==> config.mk <==
export PLATFORM = sky130hd
export DESIGN_NAME = maf_top
export DESIGN_NICKNAME = d
export VERILOG_FILES = /design/src/common/maf_pkg.sv /design/src/core/maf_top.sv /design/src/core/maf_buffer.sv
export SDC_FILE = /design/constraint.sdc
export NUM_CORES = 1
export LEC_CHECK = 0
export ABC_AREA = 1
export BUFFER_PORTS_ARGS = -buffer_cell sky130_fd_sc_hd__buf_2
export CAP_MARGIN = 20
export CORE_AREA = 5 5 76 78
export DETAILED_ROUTE_END_ITERATION = 7
export DIE_AREA = 0 0 81 83
export GPL_TIMING_DRIVEN = 0
export PLACE_DENSITY = 0.74
export SLEW_MARGIN = 25
export SYNTH_ARGS = -nofsm -noshare
export SYNTH_HDL_FRONTEND = slang
export SYNTH_HIERARCHICAL = 1
export SYNTH_SLANG_ARGS = --single-unit
==> constraint.sdc <==
create_clock -name sys_clk -period 1.6 [get_ports sys_clk]
set_input_delay 0.24 -clock sys_clk [delete_from_list [all_inputs] [get_ports sys_clk]]
set_output_delay 0.24 -clock sys_clk [all_outputs]
set_load 0.005 [all_outputs]
==> src/common/maf_pkg.sv <==
// shared constants and types for the multiprocessor address filter
package maf_pkg;

    // ------------------------------------------------------------------
    // special function register map
    // ------------------------------------------------------------------
    localparam logic [7:0] MAF_SFR_STATION_ADDRESS      = 8'ha9;
    localparam logic [7:0] MAF_SFR_STATION_ADDRESS_MASK = 8'hb9;
    localparam logic [7:0] MAF_STATION_ADDRESS_RESET    = 8'h00;
    localparam logic [7:0] MAF_STATION_MASK_RESET       = 8'h00;
    localparam logic [7:0] MAF_SFR_UNMAPPED_READ        = 8'h00;

    // ------------------------------------------------------------------
    // serial port mode codes
    // ------------------------------------------------------------------
    localparam logic [1:0] MAF_MODE_SHIFT = 2'h0;
    localparam logic [1:0] MAF_MODE_8BIT  = 2'h1;
    localparam logic [1:0] MAF_MODE_9BIT  = 2'h2;
    localparam logic [1:0] MAF_MODE_9VAR  = 2'h3;

    // one received frame: ninth bit (or stop bit in mode 1) and data byte
    typedef struct packed {
        logic       ninth;
        logic [7:0] data;
    } maf_frame_type;

    localparam maf_frame_type MAF_FRAME_RESET = '{ninth: 1'b0, data: 8'h00};

endpackage

==> src/core/maf_top.sv <==
// receive-side address recognition for multiprocessor serial communication
`timescale 1ns/1ps

// Behaviour
// - Address filtering works in modes 1, 2 and 3 using the ninth bit and hardware compare.
// - In 9-bit modes a high ninth bit marks an address frame and a low one a data frame.
// - With the filter on in a 9-bit mode only a matching address frame raises the flag.
// - With the filter off every following data frame raises the flag.
// - In mode 1 with the filter on the flag rises only for stop bit 1 and a matching byte.
// - The given address compares only bit positions whose mask bit is 1.
// - The broadcast address is station address OR mask, its zero bits being ignored.
// - Station address and mask reset to 00h so that every address matches.
module maf_top
    import maf_pkg::*;
(
    input  wire logic          sys_clk,
    input  wire logic          rst_n,
    // special function register port
    input  wire logic [7:0]    sfr_addr,
    input  wire logic          sfr_wr,
    input  wire logic          sfr_rd,
    input  wire logic [7:0]    sfr_wdata,
    output logic      [7:0]    sfr_rdata,
    // serial port control
    input  wire logic [1:0]    uart_mode,
    input  wire logic          addr_filter_enable,
    input  wire logic          receive_flag_clear,
    output logic               receive_flag,
    // frames from the receive shifter
    input  wire logic          frame_valid,
    output logic               frame_ready,
    input  wire maf_frame_type frame_in,
    // accepted frames towards the receive buffer reader
    output logic               rx_valid,
    input  wire logic          rx_ready,
    output maf_frame_type      rx_data
);

    // ------------------------------------------------------------------
    // address compare function
    // ------------------------------------------------------------------
    // a zero mask bit makes that position a don't-care
    function automatic logic masked_match(input logic [7:0] rx_byte,
                                          input logic [7:0] addr,
                                          input logic [7:0] mask);
        masked_match = ((rx_byte ^ addr) & mask) == 8'h00;
    endfunction

    // ------------------------------------------------------------------
    // station registers
    // ------------------------------------------------------------------
    logic [7:0] station_address;
    logic [7:0] station_address_mask;

    wire logic sel_addr = sfr_addr == MAF_SFR_STATION_ADDRESS;
    wire logic sel_mask = sfr_addr == MAF_SFR_STATION_ADDRESS_MASK;

    // reset to zero leaves both addresses all don't-care
    always_ff @(posedge sys_clk or negedge rst_n) begin
        if (!rst_n) begin
            station_address      <= MAF_STATION_ADDRESS_RESET;
            station_address_mask <= MAF_STATION_MASK_RESET;
        end else begin
            if (sfr_wr && sel_addr) begin
                station_address <= sfr_wdata;
            end
            if (sfr_wr && sel_mask) begin
                station_address_mask <= sfr_wdata;
            end
        end
    end

    // read data is registered; unmapped locations read as zero
    wire logic [7:0] next_sfr_rdata = sel_addr ? station_address :
                                      sel_mask ? station_address_mask :
                                      MAF_SFR_UNMAPPED_READ;

    always_ff @(posedge sys_clk or negedge rst_n) begin
        if (!rst_n) begin
            sfr_rdata <= MAF_SFR_UNMAPPED_READ;
        end else if (sfr_rd) begin
            sfr_rdata <= next_sfr_rdata;
        end
    end

    // ------------------------------------------------------------------
    // frame acceptance
    // ------------------------------------------------------------------
    wire logic [7:0] broadcast_address = station_address | station_address_mask;
    wire logic given_hit = masked_match(frame_in.data, station_address,
                                        station_address_mask);
    wire logic broadcast_hit = masked_match(frame_in.data, broadcast_address,
                                            broadcast_address);
    wire logic address_hit = given_hit || broadcast_hit;
    wire logic filtering = addr_filter_enable && (uart_mode != MAF_MODE_SHIFT);
    // ninth bit is the address mark in modes 2/3 and the stop bit in mode 1
    wire logic frame_ok = !filtering || (frame_in.ninth && address_hit);
    wire logic take = frame_valid && frame_ready;
    wire logic accept = take && frame_ok;

    // a stalled reader back-pressures the shifter instead of losing a word
    maf_buffer u_buffer (
        .sys_clk   (sys_clk),
        .rst_n     (rst_n),
        .in_valid  (frame_valid && frame_ok),
        .in_ready  (frame_ready),
        .in_data   (frame_in),
        .out_valid (rx_valid),
        .out_ready (rx_ready),
        .out_data  (rx_data)
    );

    // set wins over a clear in the same cycle so no frame is missed
    wire logic next_receive_flag = accept || (receive_flag && !receive_flag_clear);

    always_ff @(posedge sys_clk or negedge rst_n) begin
        if (!rst_n) begin
            receive_flag <= 1'b0;
        end else begin
            receive_flag <= next_receive_flag;
        end
    end

    // ------------------------------------------------------------------
    // assertions
    // ------------------------------------------------------------------
    wire logic idle_flag = !receive_flag && !receive_flag_clear;

    a_mode0_unfiltered: assert property (@(posedge sys_clk) disable iff (!rst_n)
        (take && uart_mode == MAF_MODE_SHIFT) |=> receive_flag)
        else $error("mode 0 frame did not raise the flag");

    a_data_frame_blocked: assert property (@(posedge sys_clk) disable iff (!rst_n)
        (take && addr_filter_enable && uart_mode[1] && !frame_in.ninth && idle_flag)
        |=> !receive_flag)
        else $error("data frame raised the flag while filtering");

    a_mismatch_ignored: assert property (@(posedge sys_clk) disable iff (!rst_n)
        (take && filtering && !address_hit && idle_flag) |=> !receive_flag)
        else $error("unmatched address raised the flag");

    a_filter_off_pass: assert property (@(posedge sys_clk) disable iff (!rst_n)
        (take && !addr_filter_enable) |=> receive_flag)
        else $error("frame with filter off did not raise the flag");

    a_mode1_stop_bit: assert property (@(posedge sys_clk) disable iff (!rst_n)
        (take && addr_filter_enable && uart_mode == MAF_MODE_8BIT && !frame_in.ninth
         && idle_flag) |=> !receive_flag)
        else $error("mode 1 frame with bad stop bit raised the flag");

    a_given_match: assert property (@(posedge sys_clk) disable iff (!rst_n)
        (take && filtering && frame_in.ninth
         && ((frame_in.data ^ station_address) & station_address_mask) == 8'h00)
        |=> receive_flag)
        else $error("given address match did not raise the flag");

    a_broadcast_match: assert property (@(posedge sys_clk) disable iff (!rst_n)
        (take && filtering && frame_in.ninth
         && frame_in.data == (station_address | station_address_mask)) |=> receive_flag)
        else $error("broadcast address did not raise the flag");

    a_reset_all_match: assert property (@(posedge sys_clk) disable iff (!rst_n)
        (take && filtering && frame_in.ninth && station_address == 8'h00
         && station_address_mask == 8'h00) |=> receive_flag)
        else $error("default addresses did not match every byte");

    a_accept_buffered: assert property (@(posedge sys_clk) disable iff (!rst_n)
        accept |=> rx_valid && receive_flag)
        else $error("accepted frame not buffered next cycle");

    a_flag_set_wins: assert property (@(posedge sys_clk) disable iff (!rst_n)
        (accept && receive_flag_clear) |=> receive_flag)
        else $error("clear beat a simultaneous set");

    // ------------------------------------------------------------------
    // flag, buffer and register port checks
    // ------------------------------------------------------------------
    // a refused frame must leave a set flag alone, or software loses a pending byte
    a_flag_holds: assert property (@(posedge sys_clk) disable iff (!rst_n)
        (receive_flag && !receive_flag_clear)
        |=> receive_flag)
        else $error("flag fell without a clear");

    a_clear_drops: assert property (@(posedge sys_clk) disable iff (!rst_n)
        (receive_flag_clear && !accept)
        |=> !receive_flag)
        else $error("flag survived a clear");

    a_data_frame_dropped: assert property (@(posedge sys_clk) disable iff (!rst_n)
        (take && filtering && uart_mode[1] && !frame_in.ninth && !rx_valid)
        |=> !rx_valid)
        else $error("data frame reached the reader while filtering");

    a_mode1_match_pass: assert property (@(posedge sys_clk) disable iff (!rst_n)
        (take && addr_filter_enable && uart_mode == MAF_MODE_8BIT
         && frame_in.ninth && (given_hit || broadcast_hit))
        |=> receive_flag)
        else $error("mode 1 matching frame did not raise the flag");

    a_word_carried: assert property (@(posedge sys_clk) disable iff (!rst_n)
        (accept && !rx_valid)
        |=> rx_data == $past(frame_in))
        else $error("buffered word differs from the taken frame");

    // a stalled reader must see the same word until it takes it
    a_stall_holds: assert property (@(posedge sys_clk) disable iff (!rst_n)
        (rx_valid && !rx_ready)
        |=> rx_valid && $stable(rx_data))
        else $error("word changed while the reader stalled");

    a_full_stalls: assert property (@(posedge sys_clk) disable iff (!rst_n)
        (accept && rx_valid && !rx_ready)
        |=> !frame_ready)
        else $error("ready stayed high with both stages full");

    a_write_lands: assert property (@(posedge sys_clk) disable iff (!rst_n)
        (sfr_wr && sel_mask)
        |=> station_address_mask == $past(sfr_wdata))
        else $error("mask write did not land");

    a_read_returns: assert property (@(posedge sys_clk) disable iff (!rst_n)
        (sfr_rd && sel_addr)
        |=> sfr_rdata == $past(station_address))
        else $error("read did not return the station address");

    a_rdata_holds: assert property (@(posedge sys_clk) disable iff (!rst_n)
        !sfr_rd |=> $stable(sfr_rdata))
        else $error("read data moved without a read strobe");

endmodule

==> src/core/maf_buffer.sv <==
// two-entry buffer with valid and ready on both sides
`timescale 1ns/1ps

module maf_buffer
    import maf_pkg::*;
(
    input  wire logic          sys_clk,
    input  wire logic          rst_n,
    input  wire logic          in_valid,
    output logic               in_ready,
    input  wire maf_frame_type in_data,
    output logic               out_valid,
    input  wire logic          out_ready,
    output maf_frame_type      out_data
);

    // ------------------------------------------------------------------
    // storage: output stage plus one spare stage
    // ------------------------------------------------------------------
    logic          spare_valid;
    maf_frame_type spare_data;
    logic          next_out_valid;
    maf_frame_type next_out_data;
    logic          next_spare_valid;
    maf_frame_type next_spare_data;

    wire logic push = in_valid && in_ready;
    wire logic pop  = out_valid && out_ready;

    // the spare stage only fills when the output stage is held by a stall
    always_comb begin
        next_out_valid   = out_valid;
        next_out_data    = out_data;
        next_spare_valid = spare_valid;
        next_spare_data  = spare_data;
        if (!out_valid || pop) begin
            if (spare_valid) begin
                next_out_valid   = 1'b1;
                next_out_data    = spare_data;
                next_spare_valid = push;
                next_spare_data  = in_data;
            end else begin
                next_out_valid = push;
                next_out_data  = in_data;
            end
        end else if (push) begin
            next_spare_valid = 1'b1;
            next_spare_data  = in_data;
        end
    end

    // ready is registered so the source sees a clean flop
    always_ff @(posedge sys_clk or negedge rst_n) begin
        if (!rst_n) begin
            out_valid   <= 1'b0;
            out_data    <= MAF_FRAME_RESET;
            spare_valid <= 1'b0;
            spare_data  <= MAF_FRAME_RESET;
            in_ready    <= 1'b0;
        end else begin
            out_valid   <= next_out_valid;
            out_data    <= next_out_data;
            spare_valid <= next_spare_valid;
            spare_data  <= next_spare_data;
            in_ready    <= !next_spare_valid;
        end
    end

endmodule

==> metrics.yaml, run 1 <==
die_height_um: 83
syn_nets: 328
clock_sinks: 46
tightest_slew_ns: 0.558
crit_required_ns: 1.80
setup_ws_ns: -0.0933
drive_above_1_share_pct: 33.5
die_w_um: 81
dieArea_um2: 6720
fmax_ghz: 0.591
rows: 26
grt_pass1_vias: 1978
cp-end-kind: "register"
clock_latency_ns: 0.30
antenna_found_initial: 0
critPathArrivalTime_ns: 1.89
fin_crit_sh_pct: 106
final-hold-violation-count: 0
cts_buffer_depth: 2
synth_seq_cells: 46
period_needed_ns: 1.69
yosysWarnings: 6
grt_max_degree: 47
rsz0062_at_grt: "true"
netlist_instances: 293
start_util_pct: 46.9
coreArea_um2: 5010
finalWeightedCongestion: 0.717
synth_edf_count: 0
synth_flop_cell: "dfrtp_1"
grt_pass1_wl_um: 8660
slew_viol_final: 0
ys_types: 27
crit_type: "reg2reg"
final_antenna_net_count: 0
vias: 2034
drc_errors: 0
vias_per_cell: 4.65
irDropWorstVdd_mv: 0.424
clock-root-buffer: "clkbuf_8"
postRouteWirelength_um: 5050
p_leak_uw: 0.00165
slew-limit-headroom_pct: 62.8
grt_usage_pct: 16.1
cts_tree: "yes"
drt_iter0_markers: 57
hp-class: "in2reg"
overflow: 0
fin_skew_ns: 0.00747
worstPathMaxFanout: 5
port_buffers: 53
design.portCount: 55
cts.htree.levels: 2
status: "complete, but fails checks"
cts_made_buffers: 5
wl_per_cell_um: 11.5
violations: "setup timing"
drt_pass1_iterations: 4
ys_seq_area_share_pct: 49.0
n_antenna_cell: 0
max-cap-violations: 0
startpoint_type: "register"
dp_hpwl_um: 3720
power_density_nw_per_um2: 1000
dpl_cell_area_um2: 2700
finalSetupViolCount: 10
placed_cells: 416
holdCritStartpoint: "sfr_wdata[2]"
area_delta_synth_final_pct: 26.9
stdcell_count: 437
cp-startpoint: "station_address[4]"
postSynthAreaPerCell_um2: 8.02
rr_startpoint: "station_address[4]"
cts.reportedPaths.clkPinSlew_ns: 0.08
async_flop_share_pct: 100
layout.nets: 401
syn-cell-area_um2: 2350
finalInstanceArea_um2: 2980
-- critical path, cell delays in order, from the launching register on --
cell,delay [ns]
dfrtp_1,0.41
inv_2,0.07
nand2_2,0.05
nand3_2,0.05
nand2_1,0.05
nor2_1,0.12
nand2_1,0.08
nand2_2,0.09
nand2_4,0.07
a21boi_2,0.12
nand2_1,0.09
inv_2,0.08
nand2_4,0.07
buf_6,0.15
nand3_2,0.06
nand2_2,0.05
-- where the power goes --
part	internal, uW	total (uW)	switching (uW)
Sequential	1390	1540	149
Clock	349	715	367
Combinational	338	731	393
Total	2080	2980	908
-- state kept, by name, summed over array words and instances (netlist names) --
signal	flops
receive_flag	1
u_buffer/out_valid	1
u_buffer/in_ready	1
station_address_mask	8
sfr_rdata	8
u_buffer/out_data	9
u_buffer/spare_data	9
station_address	8
u_buffer/spare_valid	1
-- cell families after synthesis --
family / after synthesis / synth area share, %
buffers and inverters: 48 / 9.05
and+or+nand+nor: 147 / 29.6
DFF: 46 / 49.0
AOI/OAI and AO/OA: 52 / 12.4
-- layout by cell type, fill, tap and decap left out, types with 7 or more instances in the layout --
master and count:
buf_2 53, buf_4 13, dfrtp_1 46, inv_1 31
inv_2 10, nand2_1 106, nand2_2 7, nand3_2 11
o21ai_0 27, o21ai_1 11, o22ai_1 8
-- routing by layer --
layer  part of all wire (%)  global-route usage (%)  up-vias
met5                      0                       0        -
met4                    1.3                    4.45        0
met3                    5.6                    4.65        5
met2                     49                    25.9       57
met1                     44                    21.0      898
li1                       -                       -     1074
-- area by class of cell --
type / count / area (um2)
repair buffers: 66 / 372
fillers: 479 / 2030
inverters: 41 / 154
clock buffers: 7 / 86.3
clock inverters: 1 / 5.00
multi-input cells: 199 / 1070
well taps: 70 / 87.6
flip-flops and latches: 46 / 1150
plain buffers: 7 / 58.8
-- synthesized netlist by cell type (3+ instances only) --
cell,count,share of area [%]
o21ai_0,33,7.0
o21ai_1,5,1.1
o22ai_1,8,2.1
nor2_1,4,0.64
nand3_1,17,3.6
inv_1,40,6.4
nand2_4,3,1.4
o21ai_2,4,1.5
nand2_2,4,1.1
dfrtp_1,46,49
nand2_1,111,18
-- stage by stage --
stage	total power [uW]	hold WS [ns]	setup slack [ns]	utilization [%]	setup TNS, ns
2_1_floorplan	1930	-0.0556	0.0544	-	0
3_3_place_gp	2150	0.455	-0.165	53.9	-1.69
3_5_place_dp	2180	0.459	-0.247	53.9	-2.48
4_1_cts	2980	0.135	-0.123	57.8	-1.19
5_1_grt	3200	0.159	-0.256	59.5	-2.54
6_report	2980	0.164	-0.0933	59.5	-0.848
-- what timing repair did --
action	in CTS	in global routing
gates resized for setup	24	13
hold endpoints to repair	0	46
setup buffers	5	6
setup endpoints to repair	11	12
hold buffers	0	1
gates cloned	1	0
pin swaps	17	9
-- final timing paths --
kind / endpoint / slack (ns) / cells past startpoint
max in group asynchronous: station_address[6] / 0.74 / 2
min reg2reg: receive_flag / 0.48 / 2
max: u_buffer/spare_data[8] / -0.09 / 15
max reg2reg: u_buffer/spare_data[8] / -0.09 / 15
min: station_address[2] / 0.16 / 3
min in group asynchronous: u_buffer/out_data[8] / 0.49 / 2
(Power assumes the default switching activity.)
==> run 2, diff against run 1 <==
BUFFER_PORTS_ARGS = -buffer_cell sky130_fd_sc_hd__buf_4   (was -buffer_cell sky130_fd_sc_hd__buf_2)
CELL_PAD_IN_SITES_DETAIL_PLACEMENT = 0   (was default)
CELL_PAD_IN_SITES_GLOBAL_PLACEMENT = 1   (was default)
CORE_AREA = 5 5 88 90   (was 5 5 76 78)
DIE_AREA = 0 0 93 95   (was 0 0 81 83)
SETUP_SLACK_MARGIN = 0.1   (was default)
==> run 2 against run 1 <==
The run still ends with setup timing left. Total power is 5.8% higher. Via count is 0.64% higher. Final cell count is 2.7% higher. Clock skew hardly changed. Register-to-register slack worse by 0.02 ns. Sequential cell count stayed put. Sequential power hardly changed. Highest routed layer unchanged. Maximum frequency is 1.3% lower. Worst setup slack worse by 0.023 ns. Largest power group unchanged.
==> metrics.yaml, run 2 (synthesis results as in run 1) <==
cp-end-kind: "register"
hp-class: "in2reg"
max-cap-violations: 0  # unchanged
fin_crit_sh_pct: 107  # +1.4 points
coreArea_um2: 6980  # +39%
clock_sinks: 46  # unchanged
area_delta_synth_final_pct: 33.0
startpoint_type: "register"
p_clk_share_pct: 27.4  # +3.4 points
drt_pass1_iterations: 4  # unchanged
fmax_ghz: 0.583  # -1.3%
vias_per_cell: 4.56  # -2.1%
tightest_slew_ns: 0.571  # +0.0131 ns
finalInstanceArea_um2: 3130  # +4.8%
rows: 31  # +19%
slew-limit-headroom_pct: 61.9  # -0.87 points
cts_tree: "yes"
die_w_um: 93  # +15%
drive_above_1_share_pct: 31.6  # -1.9 points
postRouteWirelength_um: 5400  # +7.1%
p_comb_share_pct: 24.3  # -0.2 points
crit_type: "reg2reg"
antenna_found_initial: 0  # unchanged
drt_iter0_markers: 74  # +30%
power_density_nw_per_um2: 1010  # +0.93%
final-hold-violation-count: 0  # unchanged
finalSetupTns_ns: -1.01  # -0.159 ns
sw_frac_of_total_pct: 28.0  # -2.4 points
clock-root-buffer: "clkbuf_8"
n_antenna_cell: 0  # unchanged
slew_viol_final: 0  # unchanged
port_buffers: 53  # unchanged
rsz0062_at_grt: "true"
switching_power_uw: 884  # -2.7%
crit_required_ns: 1.78  # -0.02 ns
cts_made_buffers: 5  # unchanged
violations: "setup timing"
largestRegisters: "u_buffer/out_data x9, u_buffer/spare_data x9"
p_leak_uw: 0.00169  # +2.2%
clock_latency_ns: 0.29  # about the same
overflow: 0  # unchanged
irDropWorstVdd_mv: 0.342  # -19%
dpl_cell_area_um2: 2850  # +5.5%
pwr-share-seq_pct: 48.3  # -3.2 points
drc_errors: 0  # unchanged
grt_pass1_vias: 2025  # +2.4%
setup_ws_ns: -0.116  # -0.0229 ns
layout.nets: 402  # +0.25%
die_height_um: 95  # +14%
cts_buffer_depth: 2  # unchanged
cts.htree.levels: 2  # unchanged
final_antenna_net_count: 0  # unchanged
cts.reportedPaths.clkPinSlew_ns: 0.08  # about the same
dp_hpwl_um: 3990  # +7.4%
grt_usage_pct: 12.8  # -3.4 points
period_needed_ns: 1.72  # +0.0229 ns
grt_pass1_wl_um: 8950  # +3.3%
status: "complete, but fails checks"
finalSetupViolCount: 11  # +1
design.portCount: 55  # unchanged
vias: 2047  # +0.64%
wl_per_cell_um: 12.0  # +4.2%
start_util_pct: 33.7  # -13 points
fin_util_pct: 44.8  # -15 points
final_common_cell: "nand2_1"
grt_max_degree: 47  # unchanged
p_int_uw: 2270  # +9.5%
fin_skew_ns: 0.00781  # +0.000340 ns
finalWeightedCongestion: 0.737  # +2.7%
worstPathMaxFanout: 5  # unchanged
dieArea_um2: 8840  # +31%
layout_common_cells: "nand2_1, buf_4, dfrtp_1"
critPathArrivalTime_ns: 1.90  # about the same
worst_hold_slack_ns: 0.156  # -0.00817 ns
-- run 2: cell count changes in the layout (fill, tap and decap cells not counted), moves of 2 or more --
| cell | previous run | this run |
|---|---|---|
| buf_4 | 13 | 66 |
| buf_2 | 53 | 1 |
| nand3_1 | 6 | 13 |
| nand3_2 | 11 | 4 |
| buf_6 | 3 | 1 |
| nand2_4 | 5 | 3 |
| o21ai_0 | 27 | 25 |
-- run 2: worst max-delay path, stage by stage (launching register included) --
cell       delay (ns)
dfrtp_1          0.41
o21ai_1          0.15
nand2_1          0.08
nor2_1           0.11
nand2_1          0.07
nand2_2          0.08
nand2_2          0.06
a21boi_1         0.12
nand2_1          0.09
inv_2            0.07
nand2_4          0.08
clkbuf_16        0.17
nand3_1          0.06
nand2_1          0.05
-- run 2: path summary, 6_finish.rpt --
path,start,depth (start not counted),to,slack (ns)
min reg2reg,receive_flag,2,receive_flag,0.48
max in group asynchronous,rst_n,2,station_address_mask[6],0.72
min in group asynchronous,rst_n,2,station_address_mask[2],0.49
max reg2reg,station_address_mask[2],13,u_buffer/spare_data[1],-0.12
max,station_address_mask[2],13,u_buffer/spare_data[1],-0.12
min,sfr_wdata[2],3,station_address[2],0.16
-- run 2: cell type report --
| type | count | area (um2) |
|---|---|---|
| fillers | 706 | 3860 |
| flip-flops and latches | 46 | 1150 |
| multi-input cells | 199 | 1020 |
| repair buffers | 67 | 523 |
| inverters | 41 | 154 |
| well taps | 82 | 103 |
| clock buffers | 6 | 82.6 |
| plain buffers | 7 | 62.6 |
| clock inverters | 1 | 30.0 |
-- run 2: power by group through the flow --
stage	clock network (uW)	registers (uW)	logic (uW)
finish	866	1520	767
global route	949	1560	883
CTS	901	1520	729
detailed placement	0	1540	714
global placement	0	1530	705
floorplan	0	1520	409
-- run 2: per-layer routing --
metal | wire length [um] | part of all wire [%] | track usage [%] | vias to the layer above
li1 | - | - | - | 1066
met1 | 2520 | 47 | 15.6 | 925
met2 | 2530 | 47 | 22.1 | 51
met3 | 297 | 5.5 | 3.75 | 5
met4 | 48 | 0.89 | 3.30 | 0
met5 | 0 | 0 | 0 | -
-- run 2: timing repair --
action / CTS / global route
gates resized for setup: 13 / 10
pin swaps: 3 / 8
setup buffers: 2 / 10
cloned: 0 / 1
hold buffers: 1 / 0
endpoints found under the setup margin: 12 / 12
hold endpoints to repair: 46 / 0
-- run 2: stage by stage --
stage          setup slack (ns)  power [uW]  std cells
2_1_floorplan             0.113        1930        293
3_3_place_gp             -0.116        2230        428
3_5_place_dp             -0.146        2250        428
4_1_cts                  -0.111        3150        438
5_1_grt                  -0.233        3390        449
6_report                 -0.116        3160        449
